File: src/pkg/stc_params.svh
// Constants of the stencil test control block: state word field positions,
// APB register byte offsets and reset values.
// Assumes one pipeline clock shared with the APB slave.
`ifndef STC_PARAMS_SVH
`define STC_PARAMS_SVH

// State word 0 fields
`define STC_W0_TEST_EN       31
`define STC_W0_FUNC_HI       30
`define STC_W0_FUNC_LO       28
`define STC_W0_FAIL_HI       27
`define STC_W0_FAIL_LO       25
`define STC_W0_ZFAIL_HI      24
`define STC_W0_ZFAIL_LO      22
`define STC_W0_ZPASS_HI      21
`define STC_W0_ZPASS_LO      19
`define STC_W0_WRITE_EN      18
`define STC_W0_DOUBLE_EN     15
`define STC_W0_BFUNC_HI      14
`define STC_W0_BFUNC_LO      12
`define STC_W0_BFAIL_HI      11
`define STC_W0_BFAIL_LO      9
`define STC_W0_BZFAIL_HI     8
`define STC_W0_BZFAIL_LO     6
`define STC_W0_BZPASS_HI     5
`define STC_W0_BZPASS_LO     3
// State word 1 fields
`define STC_W1_REF_HI        31
`define STC_W1_REF_LO        24
`define STC_W1_TMASK_HI      23
`define STC_W1_TMASK_LO      16
`define STC_W1_WMASK_HI      15
`define STC_W1_WMASK_LO      8
`define STC_W1_BREF_HI       7
`define STC_W1_BREF_LO       0
// State word 2 fields
`define STC_W2_BTMASK_HI     31
`define STC_W2_BTMASK_LO     24
`define STC_W2_BWMASK_HI     23
`define STC_W2_BWMASK_LO     16

// APB byte offsets
`define STC_OFF_STATE0       12'h000
`define STC_OFF_STATE1       12'h004
`define STC_OFF_STATE2       12'h008
`define STC_OFF_CTRL         12'h00C
`define STC_OFF_STATUS       12'h010
`define STC_OFF_COUNT        12'h014

// Reserved bits 17:16 and 2:0 of word 0 read as zero
`define STC_W0_RW_MASK       32'hFFFC_FFF8
`define STC_W2_RW_MASK       32'hFFFF_0000
`define STC_STATE_RESET      32'h0000_0000
`define STC_CTRL_RESET       32'h0000_0000

`endif

File: src/pkg/stc_pkg.sv
// Types of the stencil test control block.
// Assumes nothing of its surroundings.
package stc_pkg;

    typedef enum logic [2:0] {
        cmp_always           = 3'h0,
        cmp_never            = 3'h1,
        cmp_less             = 3'h2,
        cmp_equal            = 3'h3,
        cmp_less_or_equal    = 3'h4,
        cmp_greater          = 3'h5,
        cmp_not_equal        = 3'h6,
        cmp_greater_or_equal = 3'h7
    } stc_cmp_t;

    typedef enum logic [2:0] {
        sop_keep                 = 3'h0,
        sop_zero                 = 3'h1,
        sop_replace              = 3'h2,
        sop_increment_saturating = 3'h3,
        sop_decrement_saturating = 3'h4,
        sop_increment_wrapping   = 3'h5,
        sop_decrement_wrapping   = 3'h6,
        sop_invert               = 3'h7
    } stc_sop_t;

    typedef enum logic [1:0] {
        st_idle  = 2'b00,
        st_read  = 2'b01,
        st_write = 2'b10
    } stc_state_t;

endpackage : stc_pkg

File: src/design/stc_top.sv
// Stencil test control: APB held state words plus a per-pixel
// read-modify-write engine towards the stencil buffer storage.
// Assumes storage answers a read in a fixed single cycle and that pixel
// inputs are synchronous to pclk.
`include "stc_params.svh"

// Function
// - Depth-pass op applied on stencil and depth pass
// - Writes only while stencil write enable set
// - Test enable cleared blocks every stencil write
// - Double-sided switch enables back-face processing
// - Back-facing when winding opposes front winding
// - Culling independent of double-sided setting
// - Back faces use all other state unchanged
// - Back-face compare code decoded, eight functions
// - Stencil operation codes decoded, eight operations
// - Reference and stored value ANDed with mask
// - Only write-mask bits of stored value change
// - Read skipped when no op, compare or partial write mask needs it
module stc_top #(
    parameter int W = 8,
    parameter int AW = 16
) (
    // Clock and reset
    input  wire logic          pclk,
    input  wire logic          presetn,
    input  wire logic          clk_en,
    // APB slave
    input  wire logic          psel,
    input  wire logic          penable,
    input  wire logic          pwrite,
    input  wire logic [11:0]   paddr,
    input  wire logic [31:0]   pwdata,
    output logic [31:0]        prdata,
    output logic               pready,
    output logic               pslverr,
    // Pixel request
    input  wire logic          pix_valid,
    input  wire logic [AW-1:0] pix_addr,
    input  wire logic          pix_ccw,
    input  wire logic          pix_depth_pass,
    output logic               pix_ready,
    // Pixel result
    output logic               res_valid,
    output logic               res_stencil_pass,
    output logic               res_culled,
    // Stencil buffer storage
    output logic               sb_rd_en,
    output logic [AW-1:0]      sb_addr,
    input  wire logic [W-1:0]  sb_rd_data,
    output logic               sb_wr_en,
    output logic [W-1:0]       sb_wr_data
);
    if (W != 8) begin : g_w_check
        $error("stc_top: W must be 8");
    end
    if (AW < 1) begin : g_aw_check
        $error("stc_top: AW must be positive");
    end

    logic [31:0] state0_reg;
    logic [31:0] state1_reg;
    logic [31:0] state2_reg;
    logic [31:0] ctrl_reg;
    logic [31:0] count_reg;
    stc_pkg::stc_state_t st_reg;
    stc_pkg::stc_state_t st_next;

    // APB access phase completes in its first cycle
    logic acc;
    logic wr_acc;
    assign acc = psel & penable & clk_en;
    assign wr_acc = acc & pwrite;

    always_ff @(posedge pclk or negedge presetn) begin
        if (!presetn) begin
            state0_reg <= `STC_STATE_RESET;
            state1_reg <= `STC_STATE_RESET;
            state2_reg <= `STC_STATE_RESET;
            ctrl_reg   <= `STC_CTRL_RESET;
        end else if (wr_acc) begin
            unique case (paddr)
                `STC_OFF_STATE0: state0_reg <= pwdata & `STC_W0_RW_MASK;
                `STC_OFF_STATE1: state1_reg <= pwdata;
                `STC_OFF_STATE2: state2_reg <= pwdata & `STC_W2_RW_MASK;
                `STC_OFF_CTRL:   ctrl_reg   <= {30'h0000_0000, pwdata[1:0]};
                default: ;
            endcase
        end
    end

    logic addr_ok;
    always_comb begin
        unique case (paddr)
            `STC_OFF_STATE0, `STC_OFF_STATE1, `STC_OFF_STATE2,
            `STC_OFF_CTRL, `STC_OFF_STATUS, `STC_OFF_COUNT: addr_ok = 1'b1;
            default: addr_ok = 1'b0;
        endcase
    end

    always_ff @(posedge pclk or negedge presetn) begin
        if (!presetn) begin
            prdata  <= 32'h0000_0000;
            pready  <= 1'b0;
            pslverr <= 1'b0;
        end else if (clk_en) begin
            pready  <= psel & ~penable;
            pslverr <= psel & ~penable & ~addr_ok;
            if (psel & ~penable & ~pwrite) begin
                unique case (paddr)
                    `STC_OFF_STATE0: prdata <= state0_reg;
                    `STC_OFF_STATE1: prdata <= state1_reg;
                    `STC_OFF_STATE2: prdata <= state2_reg;
                    `STC_OFF_CTRL:   prdata <= ctrl_reg;
                    `STC_OFF_STATUS: prdata <= {30'h0000_0000, st_reg};
                    `STC_OFF_COUNT:  prdata <= count_reg;
                    default:         prdata <= 32'h0000_0000;
                endcase
            end
        end
    end

    // Field views
    logic test_en;
    logic write_en;
    logic double_en;
    logic front_cw;
    logic cull_back;
    assign test_en   = state0_reg[`STC_W0_TEST_EN];
    assign write_en  = state0_reg[`STC_W0_WRITE_EN];
    assign double_en = state0_reg[`STC_W0_DOUBLE_EN];
    assign front_cw  = ctrl_reg[0];
    assign cull_back = ctrl_reg[1];

    // Captured pixel
    logic          back_reg;
    logic          zpass_reg;
    logic          use_back;

    // Winding opposite to the front winding marks a back face
    logic is_back;
    assign is_back = pix_ccw == front_cw;
    assign use_back = back_reg & double_en;

    // Face field selection; all other state stays shared
    logic [2:0]   f_func;
    logic [2:0]   f_fail;
    logic [2:0]   f_zfail;
    logic [2:0]   f_zpass;
    logic [W-1:0] f_ref;
    logic [W-1:0] f_tmask;
    logic [W-1:0] f_wmask;
    always_comb begin
        if (use_back) begin
            f_func  = state0_reg[`STC_W0_BFUNC_HI:`STC_W0_BFUNC_LO];
            f_fail  = state0_reg[`STC_W0_BFAIL_HI:`STC_W0_BFAIL_LO];
            f_zfail = state0_reg[`STC_W0_BZFAIL_HI:`STC_W0_BZFAIL_LO];
            f_zpass = state0_reg[`STC_W0_BZPASS_HI:`STC_W0_BZPASS_LO];
            f_ref   = state1_reg[`STC_W1_BREF_HI:`STC_W1_BREF_LO];
            f_tmask = state2_reg[`STC_W2_BTMASK_HI:`STC_W2_BTMASK_LO];
            f_wmask = state2_reg[`STC_W2_BWMASK_HI:`STC_W2_BWMASK_LO];
        end else begin
            f_func  = state0_reg[`STC_W0_FUNC_HI:`STC_W0_FUNC_LO];
            f_fail  = state0_reg[`STC_W0_FAIL_HI:`STC_W0_FAIL_LO];
            f_zfail = state0_reg[`STC_W0_ZFAIL_HI:`STC_W0_ZFAIL_LO];
            f_zpass = state0_reg[`STC_W0_ZPASS_HI:`STC_W0_ZPASS_LO];
            f_ref   = state1_reg[`STC_W1_REF_HI:`STC_W1_REF_LO];
            f_tmask = state1_reg[`STC_W1_TMASK_HI:`STC_W1_TMASK_LO];
            f_wmask = state1_reg[`STC_W1_WMASK_HI:`STC_W1_WMASK_LO];
        end
    end

    // A read is needed only when an op, the compare or a partial write mask uses the stored value
    function automatic logic op_reads(input logic [2:0] o);
        op_reads = o > 3'h2;
    endfunction

    // Need per face; a partial write mask needs the bits it keeps
    logic need_front;
    logic need_back;
    logic need_read;
    logic need_take;
    assign need_front = op_reads(state0_reg[`STC_W0_FAIL_HI:`STC_W0_FAIL_LO])
                      | op_reads(state0_reg[`STC_W0_ZFAIL_HI:`STC_W0_ZFAIL_LO])
                      | op_reads(state0_reg[`STC_W0_ZPASS_HI:`STC_W0_ZPASS_LO])
                      | (state0_reg[`STC_W0_FUNC_HI:`STC_W0_FUNC_LO] > 3'h1)
                      | ~&state1_reg[`STC_W1_WMASK_HI:`STC_W1_WMASK_LO];
    assign need_back  = op_reads(state0_reg[`STC_W0_BFAIL_HI:`STC_W0_BFAIL_LO])
                      | op_reads(state0_reg[`STC_W0_BZFAIL_HI:`STC_W0_BZFAIL_LO])
                      | op_reads(state0_reg[`STC_W0_BZPASS_HI:`STC_W0_BZPASS_LO])
                      | (state0_reg[`STC_W0_BFUNC_HI:`STC_W0_BFUNC_LO] > 3'h1)
                      | ~&state2_reg[`STC_W2_BWMASK_HI:`STC_W2_BWMASK_LO];
    assign need_read = use_back ? need_back : need_front;
    // The read is issued before the pixel's face is registered
    assign need_take = (is_back & double_en) ? need_back : need_front;

    logic [W-1:0] stored;
    logic         pass;
    logic [2:0]   op_sel;
    logic [W-1:0] op_val;
    assign stored = need_read ? sb_rd_data : '0;

    stc_alu #(.W(W)) u_alu (
        .func      (f_func),
        .op_sel    (op_sel),
        .ref_val   (f_ref),
        .test_mask (f_tmask),
        .stored    (stored),
        .pass      (pass),
        .new_val   (op_val)
    );

    always_comb begin
        if (!pass)
            op_sel = f_fail;
        else if (zpass_reg)
            op_sel = f_zpass;
        else
            op_sel = f_zfail;
    end

    // Culling looks only at winding and the cull control bit
    logic culled;
    assign culled = is_back & cull_back;

    logic take;
    assign take = pix_valid & pix_ready & clk_en;

    always_comb begin
        st_next = st_reg;
        unique case (st_reg)
            stc_pkg::st_idle:  if (take && !culled) st_next = stc_pkg::st_read;
            stc_pkg::st_read:  st_next = stc_pkg::st_write;
            stc_pkg::st_write: st_next = stc_pkg::st_idle;
            default:           st_next = stc_pkg::st_idle;
        endcase
    end

    always_ff @(posedge pclk or negedge presetn) begin
        if (!presetn)
            st_reg <= stc_pkg::st_idle;
        else if (clk_en)
            st_reg <= st_next;
    end

    always_ff @(posedge pclk or negedge presetn) begin
        if (!presetn) begin
            back_reg  <= 1'b0;
            zpass_reg <= 1'b0;
            pix_ready <= 1'b0;
        end else if (clk_en) begin
            pix_ready <= (st_next == stc_pkg::st_idle);
            if (take) begin
                back_reg  <= is_back;
                zpass_reg <= pix_depth_pass;
            end
        end
    end

    // Storage port: read in st_read, write-back two cycles after the read
    logic do_write;
    assign do_write = test_en & write_en;

    always_ff @(posedge pclk or negedge presetn) begin
        if (!presetn) begin
            sb_rd_en   <= 1'b0;
            sb_addr    <= '0;
            sb_wr_en   <= 1'b0;
            sb_wr_data <= '0;
        end else if (clk_en) begin
            sb_rd_en <= (st_next == stc_pkg::st_read) & need_take;
            sb_wr_en <= 1'b0;
            if (take)
                sb_addr <= pix_addr;
            if (st_reg == stc_pkg::st_write) begin
                // Keep changes nothing, so a skipped read cannot zero the entry
                sb_wr_en   <= do_write & (op_sel != stc_pkg::sop_keep);
                sb_wr_data <= (op_val & f_wmask) | (stored & ~f_wmask);
            end
        end
    end

    // Pixel verdict and pass counter
    always_ff @(posedge pclk or negedge presetn) begin
        if (!presetn) begin
            res_valid        <= 1'b0;
            res_stencil_pass <= 1'b0;
            res_culled       <= 1'b0;
            count_reg        <= 32'h0000_0000;
        end else if (clk_en) begin
            res_valid  <= 1'b0;
            res_culled <= 1'b0;
            if (take && culled) begin
                res_valid        <= 1'b1;
                res_culled       <= 1'b1;
                res_stencil_pass <= 1'b0;
            end else if (st_reg == stc_pkg::st_write) begin
                res_valid        <= 1'b1;
                res_stencil_pass <= pass | ~test_en;
                if (pass | ~test_en)
                    count_reg <= count_reg + 32'h0000_0001;
            end
        end
    end
endmodule // stc_top

File: src/design/stc_alu.sv
// Stencil compare and operation unit, purely combinational.
// Assumes the caller has already picked the face's fields.
module stc_alu #(
    parameter int W = 8
) (
    // Face settings
    input  wire logic [2:0]   func,
    input  wire logic [2:0]   op_sel,
    input  wire logic [W-1:0] ref_val,
    input  wire logic [W-1:0] test_mask,
    // Stored value
    input  wire logic [W-1:0] stored,
    // Results
    output logic              pass,
    output logic [W-1:0]      new_val
);
    logic [W-1:0] lhs;
    logic [W-1:0] rhs;

    assign lhs = ref_val & test_mask;
    assign rhs = stored & test_mask;

    always_comb begin
        unique case (stc_pkg::stc_cmp_t'(func))
            stc_pkg::cmp_always:           pass = 1'b1;
            stc_pkg::cmp_never:            pass = 1'b0;
            stc_pkg::cmp_less:             pass = lhs <  rhs;
            stc_pkg::cmp_equal:            pass = lhs == rhs;
            stc_pkg::cmp_less_or_equal:    pass = lhs <= rhs;
            stc_pkg::cmp_greater:          pass = lhs >  rhs;
            stc_pkg::cmp_not_equal:        pass = lhs != rhs;
            stc_pkg::cmp_greater_or_equal: pass = lhs >= rhs;
        endcase
    end

    always_comb begin
        unique case (stc_pkg::stc_sop_t'(op_sel))
            stc_pkg::sop_keep:    new_val = stored;
            stc_pkg::sop_zero:    new_val = '0;
            stc_pkg::sop_replace: new_val = ref_val;
            stc_pkg::sop_increment_saturating:
                new_val = (&stored) ? stored : W'(stored + 1'b1);
            stc_pkg::sop_decrement_saturating:
                new_val = (stored == '0) ? stored : W'(stored - 1'b1);
            stc_pkg::sop_increment_wrapping: new_val = W'(stored + 1'b1);
            stc_pkg::sop_decrement_wrapping: new_val = W'(stored - 1'b1);
            stc_pkg::sop_invert:             new_val = ~stored;
        endcase
    end
endmodule // stc_alu

File: config.mk
export PLATFORM = sky130hd
export DESIGN_NAME = stc_top
export DESIGN_NICKNAME = d
export VERILOG_FILES = /design/src/pkg/stc_pkg.sv /design/src/design/stc_top.sv /design/src/design/stc_alu.sv
export VERILOG_INCLUDE_DIRS = /design/src /design/src/pkg
export SDC_FILE = /design/constraint.sdc
export NUM_CORES = 1
export LEC_CHECK = 0
export BUFFER_PORTS_ARGS = -buffer_cell sky130_fd_sc_hd__buf_4
export CAP_MARGIN = 20
export CELL_PAD_IN_SITES_DETAIL_PLACEMENT = 1
export CELL_PAD_IN_SITES_GLOBAL_PLACEMENT = 1
export CORE_MARGIN = 2
export CORE_UTILIZATION = 45
export DETAILED_ROUTE_END_ITERATION = 6
export PLACE_DENSITY = 0.78
export REMOVE_ABC_BUFFERS = 1
export SYNTH_ARGS = -nofsm -noshare
export SYNTH_HDL_FRONTEND = slang
export SYNTH_SLANG_ARGS = --single-unit
export TNS_END_PERCENT = 30
File: constraint.sdc
create_clock -name pclk -period 6.78 [get_ports pclk]
set_clock_uncertainty 0.1 [all_clocks]
set_input_delay 0.678 -clock pclk [delete_from_list [all_inputs] [get_ports pclk]]
set_output_delay 0.678 -clock pclk [all_outputs]
set_load 0.02 [all_outputs]
==> reports/results.ini <==
[run_status]
outcome=complete, no violations

[die]
die_width_um=151
core_mm2=0.0210
initial_utilization_pct=46.0
io_pins=141
row_count=53
die_h_um=151
die_area_mm2=0.0227

[finish]
antenna_cells=0
layout_common_cells=dfrtp_1, buf_4, nand2_1
seq_area_mm2=0.00443
area_growth_pct=20.1
final_area_mm2=0.0116
n_fill_cell=2314
final_nets=1174
drive_gt1_share_pct=28.6
instances_no_fill=1373
final_common_cell=dfrtp_1
multi_input_area_mm2=0.00497

[synthesis]
synth_ff_type=dfrtp_1
netlist_instances=962
ys_ff_latch=177
synth_cell_types=76
yosysWarnings=0
synth-edff-count=0
ys_seq_area_share_pct=45.8
syn_area_per_cell_um2=10.0
syn-cell-area_mm2=0.00967
async_reset_ff_share_pct=100

[worst_setup_path]
required_ps=6980
critical_path.top_delay_family=simple AND/OR/NAND/NOR gates
path_max_fanout=14
path_buf_inv=1
critical-path-slowest-cell=mux2i_1
setup.worst_path.start=state0_reg[11]$_DFFE_PN0P_
worstPathCellList=or4b_1 > or3_4 > nor3_1 > a21oi_1 > nand2_1 > inv_1 > nand2_1 > ha_1 > nor2b_1 > o211ai_1 > a21oi_1 > or2_2 > a211oi_4 > mux2i_1 > a21oi_1 > or4b_1 > mux2i_1 > a31oi_1
timing.setup.critical_path_class=flip-flop to flip-flop
cpPeakStageDelay_ps=830
crit_arrival_ps=6430
cp-start-kind=flip-flop
critPathCaptureType=flip-flop
reg2reg_from=state0_reg[11]$_DFFE_PN0P_
crit_top_cell=a21oi_1

[clocking]
cts_made_buffers=17
cts_sinks=177
ctsRootBufferMaster=clkbuf_16
clkTransAtPathRegs_ps=80
cts_tree=done
ctsHoldBuffers=0
htree_levels=4
worstSkewPairLatency_ps=440
clock_path_buffers=2
cts_setup_buffers=0
cts_resized=0

[placement]
hpwl_um=24600
place_area_mm2=0.0110
portBuffers=140
globalplace.congestion=0.938
preCtsSetupSlack_ps=611
dp.cells=1340

[grt]
grt_antenna_before_repair=0
grt.total_usage_pct=31.0
grt_first_pass_wirelength_um=52600
grt_overflow=0
grt_pass1_vias=8795
grt_max_degree=94

[route]
ant_nets=0
vias_per_cell=6.23
drtIter0Drc=641
firstDrtPassIters=5
wl_per_cell_um=25.1
drc_errors=0
num_vias=8548
wl_um=34500

[power]
switching_power_uw=855
power_mw=2.77
peakVddDrop_mv=0.168
intPower_mw=1.92
sw_frac_of_total_pct=30.9
pwr_density_cell_mw_per_mm2=239
leakagePower_nw=5.17
p_seq_share_pct=44.5
clkPwrFrac_pct=37.2
combPwrFrac_pct=18.3

[timing]
min_period_ps=6240
slew_headroom_pct=29.5
finalWorstSetupSlack_ps=544
setup_viol=0
slew_violations=0
timing.hold.ws_ps=230
worst_pin_slew_ps=1060
hold_viol=0
rsz0062_at_grt=no
max_freq_mhz=160
fin_crit_sh_pct=92.0

[worst_hold_path]
hold_path_class=input pin to asynchronous set/reset pin

[run]
drv_cap=0

==> cell usage after synthesis, types with 12 or more instances <==
library cell  number  area [µm²]
nand3_1           48         240
a221oi_1          19         166
nand4_1           16         100
xnor2_1           29         254
a22oi_1           14         105
clkbuf_1          43         161
dfrtp_1          177        4430
inv_1             19        71.3
nor3_1            20         100
nand2_1          128         480
nor2_1            53         199
ha_1              12         150
o21ai_0           39         195
mux2i_1           17         170
mux2_2            98        1100
a21oi_1           47         235
a31oi_1           25         156
==> path summary, 6_finish.rpt <==
kind	endpoint	slack (ps)	depth (start not counted)
max	sb_wr_data[0]$_DFFE_PN0P_	540	18
min	sb_addr[9]$_DFFE_PN0P_	230	1
max reg2reg	sb_wr_data[0]$_DFFE_PN0P_	540	18
min reg2reg	prdata[25]$_DFFE_PN0P_	380	2
max in group asynchronous	state0_reg[31]$_DFFE_PN0P_	5130	2
min in group pclk	sb_addr[8]$_DFFE_PN0P_	370	2
==> worst reg2reg max path, cell delays in order, from the launching register on <==
cell,delay (ps)
dfrtp_1,490
or4b_1,570
or3_4,430
nor3_1,210
a21oi_1,240
nand2_1,320
inv_1,100
nand2_1,70
ha_1,230
nor2b_1,140
o211ai_1,220
a21oi_1,120
or2_2,330
a211oi_4,770
mux2i_1,830
a21oi_1,170
or4b_1,530
mux2i_1,170
a31oi_1,60
==> area by class of cell <==
type / instances / share of cell area, %
Multi-Input combinational cell: 713 / 42.8
Timing Repair Buffer: 156 / 10.2
Sequential cell: 177 / 38.2
Clock buffer: 18 / 3.78
Clock inverter: 14 / 1.44
Inverter: 20 / 0.647
Tap cell: 275 / 2.96
==> metal layers <==
layer / wire [µm] / GRT usage (%)
met3: 1900 / 3.33
met1: 15200 / 43.5
met5: 0 / 0
met2: 16600 / 50.7
met4: 801 / 9.10
==> through the flow <==
step	utilization [%]	setup TNS [ps]
CTS	55.1	0
floorplan	-	-1580
detailed placement	52.3	0
global placement	52.3	0
global route	55.2	0
finish	55.2	0
==> power groups by stage <==
stage	Clock, mW	Combinational [mW]	Sequential [mW]
2_1_floorplan	0	0.152	1.33
3_5_place_dp	0	0.508	1.25
4_1_cts	1.04	0.512	1.23
5_1_grt	1.08	0.545	1.25
3_3_place_gp	0	0.496	1.25
6_report	1.03	0.507	1.23
==> kinds of logic after synthesis <==
kind of cell    count (synthesis)  synth area share [%]
flops                         177                  45.8
buf+inv                        72                  2.94
xor+xnor                       39                  3.53
fa+ha+maj                      12                  1.55
compound gates                209                  14.8
mux                           125                  15.1
simple gates                  328                  16.2
Note: power is estimated with default switching activity, not from simulation.
